<file path="src/uart_enh_regs.svh">
// Register offsets, field positions, reset values and interrupt codes of the register slice
`ifndef UART_ENH_REGS_SVH
`define UART_ENH_REGS_SVH

// Offsets on the three address lines
`define OFS_DATA        3'h0
`define OFS_IMASK       3'h1
`define OFS_ISTAT       3'h2
`define OFS_LCTRL       3'h3
`define OFS_LSTAT       3'h5
`define OFS_RESUME1     3'h4
`define OFS_RESUME2     3'h5
`define OFS_PAUSE1      3'h6
`define OFS_PAUSE2      3'h7

// Line control value that opens the enhanced bank
`define LCTRL_ENH_KEY   8'hBF
`define LCTRL_DIV_BIT   7

// Field positions
`define IM_RX_BIT       0
`define IM_TX_BIT       1
`define IM_LINE_BIT     2
`define IM_MODEM_BIT    3
`define EFR_ENH_BIT     4
`define FCR_EN_BIT      0
`define FCR_RXRST_BIT   1
`define FCR_TXRST_BIT   2
`define LS_READY_BIT    0

// Masks for bits writable without the enhanced enable; the other bits stay locked until it is set
`define IMASK_BASE_MASK 8'h0F
`define FCR_BASE_MASK   8'hC7

// Reset values
`define RST_BYTE        8'h00
`define RST_LCTRL       8'h00

// Interrupt source codes for status bits 3:0
`define ISRC_LINE       4'h6
`define ISRC_TIMEOUT    4'hC
`define ISRC_RECEIVE_READY_SOURCE      4'h4
`define ISRC_TXRDY      4'h2
`define ISRC_MODEM      4'h0
`define ISRC_NONE       4'h1

`endif

</file>
<file path="src/uart_enh_pkg.sv">
// Types shared by the register slice and its helpers
package uart_enh_pkg;

    // One host access on the byte-wide register port
    typedef struct packed {
        logic       rd;
        logic       wr;
        logic [2:0] addr;
        logic [7:0] wdata;
    } bus_req_type;

    // Receive path status that arrives from the FIFO and receiver
    typedef struct packed {
        logic [7:0] fill;
        logic       push;
        logic       timeout;
        logic [7:0] head_data;
    } rx_side_type;

    // Register bank chosen by the line control value
    typedef enum logic [2:0] {
        BANK_NORMAL   = 3'b001,
        BANK_DIVISOR  = 3'b010,
        BANK_ENHANCED = 3'b100
    } bank_type;

endpackage : uart_enh_pkg

</file>
<file path="src/uart_enhanced_regs_rx_interrupt.sv">
// Register bank, bank select and receive interrupt logic of the serial transceiver
`include "uart_enh_regs.svh"
`timescale 1ns/1ps
`default_nettype none

module uart_enhanced_regs_rx_interrupt
    import uart_enh_pkg::*;
#(
    parameter logic [7:0] REVISION_CODE = 8'h01, // Arbitrary value
    parameter logic [7:0] IDENT_CODE    = 8'h5A  // Arbitrary value
) (
    input  wire logic        core_clk_i,
    input  wire logic        arst_n_i,
    // Host register port
    input  var  bus_req_type bus_i,
    output logic [7:0]       rdata_o,
    // Receive path
    input  var  rx_side_type rx_i,
    output logic             rx_pop_o,
    output logic             rx_fifo_reset_o,
    // Transmit path
    input  wire logic        tx_ready_i,
    output logic             tx_load_o,
    output logic [7:0]       tx_data_o,
    output logic             tx_fifo_reset_o,
    // Other interrupt sources and line status
    input  wire logic        line_err_i,
    input  wire logic        modem_chg_i,
    input  wire logic [6:0]  line_status_i,
    output logic             isr_read_o,
    output logic             lsr_read_o,
    // Configuration seen by the rest of the transceiver
    output logic [7:0]       line_ctrl_o,
    output logic [15:0]      divisor_o,
    output logic [7:0]       divisor_frac_o,
    output logic [7:0]       trigger_level_o,
    output logic [7:0]       feature_ctrl_o,
    output logic [7:0]       enh_func_o,
    output logic             fifo_enable_o,
    output logic             irq_o
);

    // Register storage
    logic [7:0] line_control_reg_q;
    logic [7:0] interrupt_mask_reg_q;
    logic [7:0] fifo_control_reg_q;
    logic [7:0] divisor_low_q;
    logic [7:0] divisor_high_q;
    logic [7:0] divisor_fraction_mode_q;
    logic [7:0] trigger_level_setting_q;
    logic [7:0] feature_control_q;
    logic [7:0] enhanced_function_q;
    logic [7:0] resume_char_one_q;
    logic [7:0] resume_char_two_q;
    logic [7:0] pause_char_one_q;
    logic [7:0] pause_char_two_q;
    logic [7:0] tx_data_q;
    logic [7:0] rdata_q;
    logic       data_ready_q;
    logic       rx_fifo_reset_q;
    logic       tx_fifo_reset_q;

    // Derived controls
    bank_type   bank;
    logic       enh_unlock;
    logic       fifo_en;
    logic       trigger_level_setting_hit;
    logic       rx_level_src;
    logic       rx_timeout_src;
    logic       tx_src;
    logic       line_src;
    logic       modem_src;
    logic [3:0] int_code;
    logic       int_pending;
    logic [7:0] interrupt_status_reg;
    logic [7:0] line_status_reg;
    logic [7:0] read_mux;
    logic       wr_data;
    logic       rd_data;
    logic       wr_mask;
    logic       wr_fifo;
    logic       wr_lctrl;

    assign enh_unlock = enhanced_function_q[`EFR_ENH_BIT];
    assign fifo_en    = fifo_control_reg_q[`FCR_EN_BIT];

    // Bank select; the enhanced key takes precedence over the divisor bit
    always_comb begin
        if (line_control_reg_q == `LCTRL_ENH_KEY) begin
            bank = BANK_ENHANCED;
        end else if (line_control_reg_q[`LCTRL_DIV_BIT]) begin
            bank = BANK_DIVISOR;
        end else begin
            bank = BANK_NORMAL;
        end
    end

    // Access decode for the normal bank and the line control register
    assign wr_data  = bus_i.wr && (bank == BANK_NORMAL) && (bus_i.addr == `OFS_DATA);
    assign rd_data  = bus_i.rd && (bank == BANK_NORMAL) && (bus_i.addr == `OFS_DATA);
    assign wr_mask  = bus_i.wr && (bank == BANK_NORMAL) && (bus_i.addr == `OFS_IMASK);
    assign wr_fifo  = bus_i.wr && (bank == BANK_NORMAL) && (bus_i.addr == `OFS_ISTAT);
    assign wr_lctrl = bus_i.wr && (bus_i.addr == `OFS_LCTRL);

    // Line control is reachable from every bank, else the host could never leave one
    always_ff @(posedge core_clk_i or negedge arst_n_i) begin
        if (!arst_n_i) begin
            line_control_reg_q <= `RST_LCTRL;
        end else if (wr_lctrl) begin
            line_control_reg_q <= bus_i.wdata;
        end
    end

    // Interrupt mask; upper bits locked until the enhanced enable is set
    always_ff @(posedge core_clk_i or negedge arst_n_i) begin
        if (!arst_n_i) begin
            interrupt_mask_reg_q <= `RST_BYTE;
        end else if (wr_mask) begin
            if (enh_unlock) begin
                interrupt_mask_reg_q <= bus_i.wdata;
            end else begin
                interrupt_mask_reg_q <= (bus_i.wdata & `IMASK_BASE_MASK)
                                      | (interrupt_mask_reg_q & ~`IMASK_BASE_MASK);
            end
        end
    end

    // FIFO control; the reset bits are self-clearing one-cycle pulses
    always_ff @(posedge core_clk_i or negedge arst_n_i) begin
        if (!arst_n_i) begin
            fifo_control_reg_q <= `RST_BYTE;
            rx_fifo_reset_q    <= 1'b0;
            tx_fifo_reset_q    <= 1'b0;
        end else begin
            rx_fifo_reset_q <= wr_fifo && bus_i.wdata[`FCR_RXRST_BIT];
            tx_fifo_reset_q <= wr_fifo && bus_i.wdata[`FCR_TXRST_BIT];
            if (wr_fifo) begin
                if (enh_unlock) begin
                    fifo_control_reg_q <= bus_i.wdata;
                end else begin
                    fifo_control_reg_q <= (bus_i.wdata & `FCR_BASE_MASK)
                                        | (fifo_control_reg_q & ~`FCR_BASE_MASK);
                end
            end
        end
    end

    // Divisor bank writes
    always_ff @(posedge core_clk_i or negedge arst_n_i) begin
        if (!arst_n_i) begin
            divisor_low_q           <= `RST_BYTE;
            divisor_high_q          <= `RST_BYTE;
            divisor_fraction_mode_q <= `RST_BYTE;
        // divisor writes only in divisor bank
        end else if (bus_i.wr && (bank == BANK_DIVISOR)) begin
            case (bus_i.addr)
                `OFS_DATA: begin
                    divisor_low_q <= bus_i.wdata;
                end
                `OFS_IMASK: begin
                    divisor_high_q <= bus_i.wdata;
                end
                `OFS_ISTAT: begin
                    // Fraction and mode bits also need the enhanced enable
                    if (enh_unlock) begin
                        divisor_fraction_mode_q <= bus_i.wdata;
                    end
                end
                default: begin
                end
            endcase
        end
    end

    // Enhanced bank writes
    always_ff @(posedge core_clk_i or negedge arst_n_i) begin
        if (!arst_n_i) begin
            trigger_level_setting_q <= `RST_BYTE;
            feature_control_q       <= `RST_BYTE;
            enhanced_function_q     <= `RST_BYTE;
            resume_char_one_q       <= `RST_BYTE;
            resume_char_two_q       <= `RST_BYTE;
            pause_char_one_q        <= `RST_BYTE;
            pause_char_two_q        <= `RST_BYTE;
        end else if (bus_i.wr && (bank == BANK_ENHANCED)) begin
            case (bus_i.addr)
                `OFS_DATA: begin
                    trigger_level_setting_q <= bus_i.wdata;
                end
                `OFS_IMASK: begin
                    feature_control_q <= bus_i.wdata;
                end
                `OFS_ISTAT: begin
                    enhanced_function_q <= bus_i.wdata;
                end
                `OFS_RESUME1: begin
                    resume_char_one_q <= bus_i.wdata;
                end
                `OFS_RESUME2: begin
                    resume_char_two_q <= bus_i.wdata;
                end
                `OFS_PAUSE1: begin
                    pause_char_one_q <= bus_i.wdata;
                end
                `OFS_PAUSE2: begin
                    pause_char_two_q <= bus_i.wdata;
                end
                default: begin
                end
            endcase
        end
    end

    // Transmit holding byte, held for the transmitter after the load pulse
    always_ff @(posedge core_clk_i or negedge arst_n_i) begin
        if (!arst_n_i) begin
            tx_data_q <= `RST_BYTE;
        end else if (wr_data) begin
            tx_data_q <= bus_i.wdata;
        end
    end

    // Data-ready flag; a new character beats an emptying FIFO in the same cycle
    always_ff @(posedge core_clk_i or negedge arst_n_i) begin
        if (!arst_n_i) begin
            data_ready_q <= 1'b0;
        end else if (rx_i.push) begin
            data_ready_q <= 1'b1;
        end else if (rx_i.fill == `RST_BYTE) begin
            data_ready_q <= 1'b0;
        end
    end

    rx_trigger_compare #(
        .WIDTH (8)
    ) u_trigger_level_setting (
        .fill_i  (rx_i.fill),
        .level_i (trigger_level_setting_q),
        .hit_o   (trigger_level_setting_hit)
    );

    // Interrupt sources after masking
    // one mask bit per source; timeout shares the receive bit
    assign line_src       = interrupt_mask_reg_q[`IM_LINE_BIT] && line_err_i;
    assign rx_timeout_src = interrupt_mask_reg_q[`IM_RX_BIT] && rx_i.timeout;
    assign tx_src         = interrupt_mask_reg_q[`IM_TX_BIT] && tx_ready_i;
    assign modem_src      = interrupt_mask_reg_q[`IM_MODEM_BIT] && modem_chg_i;

    always_comb begin
        if (fifo_en) begin
            rx_level_src = interrupt_mask_reg_q[`IM_RX_BIT] && trigger_level_setting_hit;
        end else begin
            rx_level_src = interrupt_mask_reg_q[`IM_RX_BIT] && data_ready_q;
        end
    end

    // receive ready sits at level three
    rx_int_encoder u_enc (
        .line_i     (line_src),
        .timeout_i  (rx_timeout_src),
        .rx_ready_i (rx_level_src),
        .tx_ready_i (tx_src),
        .modem_i    (modem_src),
        .code_o     (int_code),
        .pending_o  (int_pending)
    );

    // source code shown in bits 3:0
    assign interrupt_status_reg = {fifo_en, fifo_en, 2'b00, int_code};
    assign line_status_reg      = {line_status_i, data_ready_q};

    // Read multiplexer per bank; unmapped offsets read zero
    always_comb begin
        read_mux = `RST_BYTE;
        case (bank)
            BANK_ENHANCED: begin
                case (bus_i.addr)
                    `OFS_DATA:    read_mux = rx_i.fill;
                    `OFS_IMASK:   read_mux = feature_control_q;
                    `OFS_ISTAT:   read_mux = enhanced_function_q;
                    `OFS_LCTRL:   read_mux = line_control_reg_q;
                    `OFS_RESUME1: read_mux = resume_char_one_q;
                    `OFS_RESUME2: read_mux = resume_char_two_q;
                    `OFS_PAUSE1:  read_mux = pause_char_one_q;
                    `OFS_PAUSE2:  read_mux = pause_char_two_q;
                    default:      read_mux = `RST_BYTE;
                endcase
            end
            BANK_DIVISOR: begin
                // Identity bytes only show while the whole divisor is zero
                case (bus_i.addr)
                    `OFS_DATA: begin
                        read_mux = ({divisor_high_q, divisor_low_q} == 16'h0000) ? REVISION_CODE : divisor_low_q;
                    end
                    `OFS_IMASK: begin
                        read_mux = ({divisor_high_q, divisor_low_q} == 16'h0000) ? IDENT_CODE : divisor_high_q;
                    end
                    `OFS_ISTAT: read_mux = divisor_fraction_mode_q;
                    `OFS_LCTRL: read_mux = line_control_reg_q;
                    `OFS_LSTAT: read_mux = line_status_reg;
                    default:    read_mux = `RST_BYTE;
                endcase
            end
            BANK_NORMAL: begin
                case (bus_i.addr)
                    `OFS_DATA:  read_mux = rx_i.head_data;
                    `OFS_IMASK: read_mux = interrupt_mask_reg_q;
                    `OFS_ISTAT: read_mux = interrupt_status_reg;
                    `OFS_LCTRL: read_mux = line_control_reg_q;
                    `OFS_LSTAT: read_mux = line_status_reg;
                    default:    read_mux = `RST_BYTE;
                endcase
            end
            default: begin
                read_mux = `RST_BYTE;
            end
        endcase
    end

    // Read data captured on the strobe and held until the next read
    always_ff @(posedge core_clk_i or negedge arst_n_i) begin
        if (!arst_n_i) begin
            rdata_q <= `RST_BYTE;
        end else if (bus_i.rd) begin
            rdata_q <= read_mux;
        end
    end

    // Side-effect strobes for the receiver, transmitter and clearing logic
    assign rx_pop_o   = rd_data;
    assign tx_load_o  = wr_data;
    assign isr_read_o = bus_i.rd && (bank == BANK_NORMAL) && (bus_i.addr == `OFS_ISTAT);
    assign lsr_read_o = bus_i.rd && (bank != BANK_ENHANCED) && (bus_i.addr == `OFS_LSTAT);

    // Outputs
    assign rdata_o         = rdata_q;
    assign tx_data_o       = tx_data_q;
    assign rx_fifo_reset_o = rx_fifo_reset_q;
    assign tx_fifo_reset_o = tx_fifo_reset_q;
    assign line_ctrl_o     = line_control_reg_q;
    assign divisor_o       = {divisor_high_q, divisor_low_q};
    assign divisor_frac_o  = divisor_fraction_mode_q;
    assign trigger_level_o = trigger_level_setting_q;
    assign feature_ctrl_o  = feature_control_q;
    assign enh_func_o      = enhanced_function_q;
    assign fifo_enable_o   = fifo_en;
    // output and status share one source
    assign irq_o           = int_pending;

endmodule : uart_enhanced_regs_rx_interrupt

`default_nettype wire

</file>
<file path="src/rx_trigger_compare.sv">
// Receive fill versus trigger level comparison
`timescale 1ns/1ps
`default_nettype none

module rx_trigger_compare #(
    parameter int WIDTH = 8
) (
    input  wire logic [WIDTH-1:0] fill_i,
    input  wire logic [WIDTH-1:0] level_i,
    output logic                  hit_o
);

    // Combinational so the flag drops in the same cycle the fill drops
    assign hit_o = (fill_i >= level_i);

endmodule : rx_trigger_compare

`default_nettype wire

</file>
<file path="src/rx_int_encoder.sv">
// Priority encoder for the interrupt status source field
`include "uart_enh_regs.svh"
`timescale 1ns/1ps
`default_nettype none

module rx_int_encoder (
    input  wire logic       line_i,
    input  wire logic       timeout_i,
    input  wire logic       rx_ready_i,
    input  wire logic       tx_ready_i,
    input  wire logic       modem_i,
    output logic [3:0]      code_o,
    output logic            pending_o
);

    // Highest level wins; lower sources wait until it is serviced
    always_comb begin
        pending_o = 1'b1;
        if (line_i) begin
            code_o = `ISRC_LINE;
        end else if (timeout_i) begin
            code_o = `ISRC_TIMEOUT;
        end else if (rx_ready_i) begin
            code_o = `ISRC_RECEIVE_READY_SOURCE;
        end else if (tx_ready_i) begin
            code_o = `ISRC_TXRDY;
        end else if (modem_i) begin
            code_o = `ISRC_MODEM;
        end else begin
            code_o    = `ISRC_NONE;
            pending_o = 1'b0;
        end
    end

endmodule : rx_int_encoder

`default_nettype wire

</file>
<file path="config.mk">
export PLATFORM = sky130hd
export DESIGN_NAME = uart_enhanced_regs_rx_interrupt
export DESIGN_NICKNAME = d
export VERILOG_FILES = /design/src/uart_enh_pkg.sv /design/src/uart_enhanced_regs_rx_interrupt.sv /design/src/rx_trigger_compare.sv /design/src/rx_int_encoder.sv
export VERILOG_INCLUDE_DIRS = /design/src /design/src/src
export SDC_FILE = /design/constraint.sdc
export NUM_CORES = 1
export LEC_CHECK = 0
export ABC_AREA = 1
export BUFFER_PORTS_ARGS = -buffer_cell sky130_fd_sc_hd__buf_4
export CORE_MARGIN = 8
export CORE_UTILIZATION = 28
export DETAILED_ROUTE_END_ITERATION = 10
export HOLD_SLACK_MARGIN = 0.03
export MAX_ROUTING_LAYER = met4
export PLACE_DENSITY = 0.54
export SYNTH_ARGS = -nofsm -noshare
export SYNTH_HDL_FRONTEND = slang
export SYNTH_SLANG_ARGS = --single-unit
</file>
<file path="constraint.sdc">
create_clock -name core_clk_i -period 1.6 [get_ports core_clk_i]
set_clock_uncertainty 0.1 [all_clocks]
set_input_delay 0.24 -clock core_clk_i [delete_from_list [all_inputs] [get_ports core_clk_i]]
set_output_delay 0.24 -clock core_clk_i [all_outputs]
set_load 0.02 [all_outputs]
</file>
# Word level (Yosys, flattened, before mapping)
# Cells that the tools add are included.
dict set report totals {
  register_bits 121
  input_bits 43
  output_inout_bits 80
  word_cells 90
}
dict set report op_classes {
  order_cmp 1
  n_eq_ne 12
  muxes 23
  bitwise_logic 2
  n_reduce_logical 34
}
# cell n
set op_table {}
lappend op_table {{one-hot mux 8 bit (5 select lines)} 2}
lappend op_table {{one-hot mux 8 bit (8 select lines)} 1}
lappend op_table {{2-to-1 mux 8 bit} 3}
lappend op_table {{one-hot mux 8 bit (3 select lines)} 1}
lappend op_table {{logical AND 1 bit} 20}
lappend op_table {{AND reduction 2 bit} 9}
lappend op_table {{logical NOT 16 bit} 1}
lappend op_table {{2-to-1 mux 4 bit} 4}
lappend op_table {{equality test 3 bit, second input constant} 5}
lappend op_table {{equality test 3 x 2 -> 1 bit, second input constant} 3}
lappend op_table {{2-to-1 mux 1 bit} 9}
lappend op_table {{equality test 8 bit, second input constant} 1}
lappend op_table {{greater-or-equal comparator 8 bit} 1}
lappend op_table {{logical NOT 8 bit} 1}
lappend op_table {{bitwise OR 4 x 8 -> 8 bit} 1}
lappend op_table {{equality test 3 x 1 -> 1 bit, second input constant} 2}
lappend op_table {{2-to-1 mux 6 bit} 1}
lappend op_table {{bitwise OR 3 x 6 -> 6 bit} 1}
lappend op_table {{logical NOT 3 bit} 1}
lappend op_table {{2-to-1 mux 3 bit} 1}
lappend op_table {{!= test 3 bit, second input constant} 1}
lappend op_table {{AND reduction 3 bit} 1}
lappend op_table {{2-to-1 mux 2 bit} 1}
lappend op_table {{nonzero test 2 bit} 1}

# Depth between registers and ports, before layout
# Gate-level depths: netlist of run 1.
dict set report logic_depth {
  depth_word 8
  depth_mapped 17
}

# Cells and area by module
# A second synthesis of run 1 with hierarchy kept.
dict set report unflattened {
  hier_cells 809
  hier_area_um2 6174.7
}
# mod n_inst cells_per_inst area_per_inst_um2 seq_area_each_um2
set by_module_without_submodules {}
lappend by_module_without_submodules {uart_enhanced_regs_rx_interrupt 1 763 5909.4 2902.8}
lappend by_module_without_submodules {rx_trigger_compare 1 35 215.2 0.0}
lappend by_module_without_submodules {rx_int_encoder 1 11 50.0 0.0}

# Least setup slack after synthesis of run 1
# OpenSTA, ideal clock, no wires.
dict set report synth_path {
  path_type {reg2reg}
  start {reg trigger_level_setting_q[5] (netlist: trigger_level_o[5])}
  end {reg rdata_q[0] (netlist: rdata_o[0])}
  setup_time_ps 77
  arrival_ps 1779
  required_time_ps 1423
  slack_ps -356
  path_stages_with_launch 12
  path_buffers 0
  synth_period_minus_slack_ps 1956
  path_cell_list {dfrtp_1 -> inv_1 -> ha_1 -> a21oi_1 -> nor2_1 -> nor2_1 -> nand2_1 -> nand2_1 -> nand4_1 -> o21bai_1 -> nand2_1 -> a21oi_1}
}
dict set report synth_between {
  elab_chain_cells 8
}
# item line
set synth_lines {}
lappend synth_lines {{start, declared} uart_enhanced_regs_rx_interrupt.sv:50} ;# logic [7:0] trigger_level_setting_q;
lappend synth_lines {{start signal, assigned} uart_enhanced_regs_rx_interrupt.sv:178} ;# trigger_level_setting_q <= `RST_BYTE;
lappend synth_lines {{start signal, assigned} uart_enhanced_regs_rx_interrupt.sv:188} ;# trigger_level_setting_q <= bus_i.wdata;
lappend synth_lines {{greater-or-equal comparator 8 bit} rx_trigger_compare.sv:14} ;# assign hit_o = (fill_i >= level_i);
lappend synth_lines {{logical AND 1 bit} uart_enhanced_regs_rx_interrupt.sv:251} ;# rx_level_src = interrupt_mask_reg_q[`IM_RX_BIT] && trigger_level_setting_hit;
lappend synth_lines {{2-to-1 mux 1 bit} uart_enhanced_regs_rx_interrupt.sv:250} ;# if (fifo_en) begin
lappend synth_lines {{2-to-1 mux 4 bit} rx_int_encoder.sv:23} ;# end else if (rx_ready_i) begin
lappend synth_lines {{2-to-1 mux 4 bit} rx_int_encoder.sv:21} ;# end else if (timeout_i) begin
lappend synth_lines {{2-to-1 mux 4 bit} rx_int_encoder.sv:19} ;# if (line_i) begin
lappend synth_lines {{one-hot mux 8 bit (5 select lines)} uart_enhanced_regs_rx_interrupt.sv:305} ;# case (bus_i.addr)
lappend synth_lines {{one-hot mux 8 bit (3 select lines)} uart_enhanced_regs_rx_interrupt.sv:275} ;# case (bank)
lappend synth_lines {{end signal, assigned} uart_enhanced_regs_rx_interrupt.sv:323} ;# rdata_q <= `RST_BYTE;
lappend synth_lines {{end signal, assigned} uart_enhanced_regs_rx_interrupt.sv:325} ;# rdata_q <= read_mux;
lappend synth_lines {{end, declared} uart_enhanced_regs_rx_interrupt.sv:58} ;# logic [7:0] rdata_q;
# Every way passes these cells.
# A chain may end at the register's enable or synchronous reset.

# Worst setup path in the final report of run 1
dict set report layout_path {
  start {reg trigger_level_setting_q[0] (netlist: trigger_level_o[0])}
  end {out irq_o}
}
dict set report layout_between {
  elab_chain_cells 6
}
# item line
set layout_lines {}
lappend layout_lines {{greater-or-equal comparator 8 bit} rx_trigger_compare.sv:14}
lappend layout_lines {{logical AND 1 bit} uart_enhanced_regs_rx_interrupt.sv:251}
lappend layout_lines {{2-to-1 mux 1 bit} uart_enhanced_regs_rx_interrupt.sv:250}
lappend layout_lines {{2-to-1 mux 1 bit} rx_int_encoder.sv:23}
lappend layout_lines {{2-to-1 mux 1 bit} rx_int_encoder.sv:21}
lappend layout_lines {{2-to-1 mux 1 bit} rx_int_encoder.sv:19}
lappend layout_lines {{end, declared} uart_enhanced_regs_rx_interrupt.sv:40} ;# output logic irq_o
# Every way passes these cells.

==> impl_metrics.yaml, run 1 <==
route:
  met1_length_um: 10400
  via_per_inst: 4.91
  dr_total_vias: 5928
  dr.pass1.iters: 5
  routed_wl_um: 23900
  drc: 0
  wl_met2_um: 11400
  maxUsedRoutingLayer: "met4"
  final_antenna_net_count: 0
  drtIter0Drc: 497
  wl_per_cell_um: 19.8
  wl_met3_um: 1620
sta:
  fin_crit_ns: 2.15
  worst_pin_slew_ns: 0.410
  slew_headroom_pct: 72.5
  drv_slew: 0
  rsz0062_at_grt: "yes"
  final.setup.worst_slack_ns: -0.554
  finalCritPeriodShare_pct: 135
  setup_viol: 101
  fmax_mhz: 464
  hold_viol_final: 0
  hold_ws_ns: 0.105
placed_design:
  place_congestion: 0.906
  port_buffers: 122
  dp.cells: 1145
  placed_cell_area_um2: 7660
  hpwl_um: 16300
synth:
  synthArstFlopShare_pct: 100
  postSynthCellCount: 688
  synth_area_per_cell_um2: 8.37
  synth_cell_type_count: 38
  synthFlopType: "dfrtp_1"
  yosysSeqAreaShare_pct: 50.4
  ys_ff_latch: 116
  yosys_warnings: 0
  synth_edf_count: 0
  syn_area_um2: 5760
  syn_nets: 739
status:
  run_status: "complete, but fails checks"
  violations: "negative setup slack"
floorplan:
  rows: 52
  initial_core_util_pct: 28.5
  die_x_um: 159
  dieHeight_um: 159
  io_pins: 123
  die_area_um2: 25400
  core_um2: 20200
cts:
  clock_path_buffers: 2
  cts_tree: "done"
  numCtsBuffers: 17
  cts_root_buf: "clkbuf_16"
  path_clk_slew_ns: 0.06
  cts.sinks: 116
  clock_latency_ns: 0.42
  htreeDepth: 4
global_routing:
  grt_pass1_wl_um: 35900
  gr-total-overflow: 0
  grt_pass1_vias: 5914
  track_usage_pct: 19.0
  grt_max_degree: 50
  antenna_found_initial: 0
finish:
  design.final.nets: 976
  multi_input_area_um2: 3310
  final_cell_area_um2: 9370
  final_cell_mix: "buf_4, nand2_1, dfrtp_1"
  drive_above_1_share_pct: 49.9
  n_fill_cell: 1917
  final_common_cell: "buf_4"
  n_antenna_cell: 0
  fin_cells: 1208
  final_util_pct: 46.3
  area_growth_syn_to_layout_pct: 62.6
  regArea_um2: 2920
setup_path:
  cp-end-kind: "primary output"
  cp-start-kind: "flop"
  crit_fanout: 3
  required_ns: 1.26
  worstSetupPathType: "reg2out"
  arrival_ns: 1.81
power:
  p_leak_uw: 0.00444
  ir_drop_uv: 642
  switching_share_pct: 31.3
  p_switching_uw: 3050
  combPwrFrac_pct: 27.3
  clkPwrFrac_pct: 37.6
  p_int_uw: 6690
  power.share.sequential_pct: 35.1
  power_density_nw_per_um2: 1040
job:
  maxCapViolations: 0
min_path:
  hold_path.class: "in2async"
-- per-stage QoR --
stage                     setup WS, ns  total power, µW  setup TNS, ns
after global routing            -0.723            10200         -28.25
after CTS                       -0.580             9570         -20.80
final                           -0.554             9740         -21.30
after global placement          -0.200             5730         -12.21
after floorplan                 -0.282             4450          -8.37
after detailed placement        -0.259             5750         -14.20
-- cells in the mapped netlist, types with 2 or more instances --
| library cell | number | area, µm² |
|---|---|---|
| a221oi_1 | 5 | 43.8 |
| o21bai_1 | 2 | 15.0 |
| nand4_1 | 12 | 75.1 |
| inv_1 | 48 | 180 |
| buf_4 | 4 | 30.0 |
| a22o_1 | 2 | 17.5 |
| nor3_1 | 5 | 25.0 |
| a211oi_1 | 2 | 15.0 |
| a31oi_1 | 5 | 31.3 |
| a22oi_1 | 4 | 30.0 |
| ha_1 | 8 | 100 |
| o22ai_1 | 2 | 12.5 |
| a21oi_1 | 21 | 105 |
| o21ai_0 | 63 | 315 |
| o21ai_1 | 44 | 220 |
| nand3b_1 | 2 | 15.0 |
| nand2_1 | 225 | 845 |
| o21ai_2 | 13 | 114 |
| o211ai_1 | 3 | 22.5 |
| nand3_1 | 13 | 65.1 |
| buf_6 | 11 | 124 |
| nand2_4 | 10 | 113 |
| dfrtp_1 | 116 | 2900 |
| buf_2 | 3 | 15.0 |
| clkbuf_1 | 12 | 45.0 |
| clkinv_1 | 2 | 7.51 |
| nor2_1 | 40 | 150 |
-- repair_timing --
item / CTS / global route
endpoints found under the hold margin: 117 / 0
endpoints found under the setup margin: 74 / 109
cloned: 9 / 3
pin swaps: 30 / 29
hold buffers: 2 / 0
resized for setup: 73 / 150
setup buffers: 16 / 7
-- metal layers --
metal / GRT usage, % / up-vias
li1: - / 2805
met1: 24.2 / 2861
met2: 29.1 / 227
met3: 5.09 / 35
met4: 5.70 / 0
met5: - / -
-- logic make-up (layout without fill, tap and decap cells) --
| kind of cell | count (synthesis) | after routing | synth area share (%) |
|---|---|---|---|
| compound gates | 170 | 170 | 16.9 |
| fa+ha+maj | 8 | 8 | 1.74 |
| buf+inv | 82 | 322 | 7.19 |
| simple gates | 312 | 322 | 23.7 |
| flops | 116 | 116 | 50.4 |
-- flip-flops by register name (all words and copies together) (netlist names), 8 cells and up --
signal                count
pause_char_two_q          8
interrupt_mask_reg_q      8
rdata_o                   8
divisor_low_q             8
divisor_high_q            8
enh_func_o                8
divisor_frac_o            8
line_ctrl_o               8
tx_data_o                 8
trigger_level_o           8
feature_ctrl_o            8
pause_char_one_q          8
resume_char_two_q         8
resume_char_one_q         8
-- cell type report --
cell class / instances / area share [%]
Multi-Input combinational cell: 500 / 35.4
Inverter: 52 / 2.30
Sequential cell: 116 / 31.1
Clock buffer: 24 / 5.25
Clock inverter: 8 / 0.802
Timing Repair Buffer: 237 / 21.4
Tap cell: 270 / 3.61
Timing Repair inverter: 1 / 0.0802
-- worst max-delay path: stages (launching register included) --
cell and delay, ns:
dfrtp_2 0.43, ha_4 0.22, inv_2 0.04, nand2_1 0.03, nand2_1 0.05, nand2_1 0.05, nand2_1 0.05, nand2_1 0.04
nand2_1 0.06, nand2_2 0.06, nand2_2 0.08, nand4_1 0.11, buf_4 0.18
-- path summary, 6_finish.rpt --
check / endpoint / cells after the start / slack (ns) / startpoint
setup / recovery: irq_o / 12 / -0.55 / trigger_level_o[0]
max in group asynchronous: divisor_low_q[2] / 3 / 0.71 / arst_n_i
hold / removal: pause_char_one_q[4] / 2 / 0.11 / arst_n_i
hold reg to reg: resume_char_two_q[3] / 2 / 0.39 / resume_char_two_q[3]
min in group core_clk_i: rdata_o[1] / 5 / 0.12 / rx_i[1]
setup reg to reg: resume_char_one_q[5] / 9 / -0.29 / line_ctrl_o[6]
-- power groups by stage --
stage | registers, µW | clock network (µW) | logic [µW]
3_5_place_dp | 3460 | 0 | 2290
2_1_floorplan | 3790 | 0 | 658
4_1_cts | 3420 | 3720 | 2440
6_report | 3420 | 3660 | 2660
3_3_place_gp | 3460 | 0 | 2280
5_1_grt | 3450 | 3870 | 2860
(Power assumes the default switching activity.)
==> inputs of run 2 (changes only) <==
- CORE_MARGIN: 8 -> default
- SYNTH_HIERARCHICAL: default -> 1
==> run 2 against run 1 <==
The flow still finishes with violations (negative setup slack). First-iteration DRC count grew 6.8%. Utilization grew 0.19 points. Synthesized cell count grew 18%. Global-route usage grew 3.4 points. Critical path type unchanged. Largest cell class unchanged.
==> impl_metrics.yaml, run 2 <==
cts:
  cts_tree: "done"
  cts.sinks: 116
  clock_latency_ns: 0.41
  cts_root_buf: "clkbuf_16"
  numCtsBuffers: 17
  clock_path_buffers: 2
  path_clk_slew_ns: 0.06
  htreeDepth: 4
synth:
  syn_nets: 860
  ys_ff_latch: 116
  synth_top_cell_by_area: "dfrtp_1"
  synth_edf_count: 0
  synth_commonest_cells: "nand2_1, dfrtp_1, o21ai_0, nor2_1, inv_1"
  yosysSeqAreaShare_pct: 47.0
  synthFlopType: "dfrtp_1"
  syn_area_um2: 6170
  yosysTopAreaCellShare_pct: 47.0
  synthTopCellsByArea: "dfrtp_1, nand2_1, o21ai_0, nor2_1, inv_1"
  postSynthCellCount: 809
  synthArstFlopShare_pct: 100
  yosys_warnings: 6
  synth_cell_type_count: 32
  synth_area_per_cell_um2: 7.63
  synthMostInstantiatedCell: "nand2_1"
sta:
  hold_viol_final: 0
  drv_slew: 0
  worst_pin_slew_ns: 0.488
  hold_ws_ns: 0.0632
  slew_headroom_pct: 67.4
  final.setup.worst_slack_ns: -0.899
  setup_viol: 92
  fmax_mhz: 400
  finalCritPeriodShare_pct: 156
  fin_crit_ns: 2.50
  rsz0062_at_grt: "yes"
global_routing:
  antenna_found_initial: 0
  grt_max_degree: 69
  grt_pass1_vias: 6325
  grt_pass1_wl_um: 36000
  gr-total-overflow: 0
  track_usage_pct: 22.4
floorplan:
  die_area_um2: 22700
  rows: 53
  core_um2: 21400
  io_pins: 123
  initial_core_util_pct: 28.9
  dieHeight_um: 151
  die_x_um: 151
setup_path:
  arrival_ns: 2.16
  cp-start-kind: "flop"
  slowest_delay_ns: 0.40
  r2r-start: "trigger_level_o[7]"
  worstSetupPathType: "reg2out"
  crit_path_top_delay_cell: "dfrtp_2"
  crit_start: "trigger_level_o[7]"
  r2r_slack_ns: -0.72
  path_cells: "inv_2 > ha_4 > a21o_4 > nor2_4 > nand3_2 > a21oi_2 > nor2_1 > nor2_2 > buf_4 > nand3_4 > buf_6"
  crit_fanout: 2
  required_ns: 1.26
  cp-end-kind: "primary output"
status:
  run_status: "complete, but fails checks"
  violations: "negative setup slack"
power:
  total_power_uw: 10200
  p_leak_uw: 0.00494
  ir_drop_uv: 508
  power_density_nw_per_um2: 1030
finish:
  n_fill_cell: 2094
  final_common_cell: "buf_4"
  multi_input_area_um2: 3530
  final_cell_area_um2: 9920
  n_antenna_cell: 0
  final_cell_mix: "buf_4, nand2_1, dfrtp_1"
  area_growth_syn_to_layout_pct: 60.7
  design.final.nets: 1106
  regArea_um2: 2920
  drive_above_1_share_pct: 44.3
route:
  wl_per_cell_um: 17.9
  final_antenna_net_count: 0
  routed_wl_um: 24000
  drtIter0Drc: 531
  drc: 0
  dr.pass1.iters: 5
  dr_total_vias: 6579
  via_per_inst: 4.90
placed_design:
  hpwl_um: 16200
  port_buffers: 122
  place_congestion: 0.884
  placed_cell_area_um2: 8260
  dp_slack_ns: -0.638
job:
  maxCapViolations: 0
min_path:
  hold_path.class: "in2async"
-- run 2: cell type report --
class | count | area share, %
Inverter | 69 | 2.82
Multi-Input combinational cell | 593 | 35.6
Timing Repair inverter | 1 | 0.0756
Clock inverter | 9 | 1.51
Sequential cell | 116 | 29.4
Timing Repair Buffer | 257 | 22.3
Tap cell | 275 | 3.47
Clock buffer | 23 | 4.82
-- run 2: what timing repair did --
action                     CTS  global route
gates cloned                 9             2
hold endpoints to repair   120             0
setup endpoints to repair   98           110
pin swaps                   29            40
gates resized for setup     85           119
buffers inserted            16            13
hold buffers                 5             0
-- run 2: power breakdown --
group	switching (µW)	internal, µW	total (µW)
Clock	1380	2720	4100
Combinational	1500	1170	2670
Sequential	242	3230	3470
-- run 2: metal layers --
metal / global-route usage, % / share of wire, %
met2: 34.1 / 48
met5: - / 0
met4: 8.33 / 2.5
met3: 4.24 / 5.2
met1: 29.3 / 45
-- run 2: stage by stage --
step	utilization (%)	TNS, ns	cells
after global placement	38.7	-9.16	1274
after detailed placement	38.7	-9.48	1274
after floorplan	-	-9.85	809
final	46.5	-17.73	1343
after CTS	44.4	-10.83	1335
after global routing	46.5	-25.17	1343
-- run 2: logic make-up after synthesis --
logic type               after synthesis  share of synthesized area, %
adder cells (fa/ha/maj)                8                          1.62
buffers and inverters                110                          7.80
AND/OR/NAND/NOR                      443                          31.8
flip-flops                           116                          47.0
AO/OA/AOI/OAI                        132                          11.8
-- run 2: worst max-delay path, delay by kind of cell, from the launching register on --
kind / cells / cell delay [ns]
and+or+nand+nor: 5 / 0.45
DFF: 1 / 0.40
buffers and inverters: 3 / 0.35
AOI/OAI and AO/OA: 2 / 0.33
adders and majority gates: 1 / 0.20
-- run 2: worst paths after layout --
check,end,depth (start not counted)
max,irq_o,11
min,trigger_level_o[5],2
max reg2reg,rdata_o[0],19
min reg2reg,pause_char_two_q[7],2
max in group asynchronous,line_ctrl_o[5],3
min in group core_clk_i,data_ready_q,4
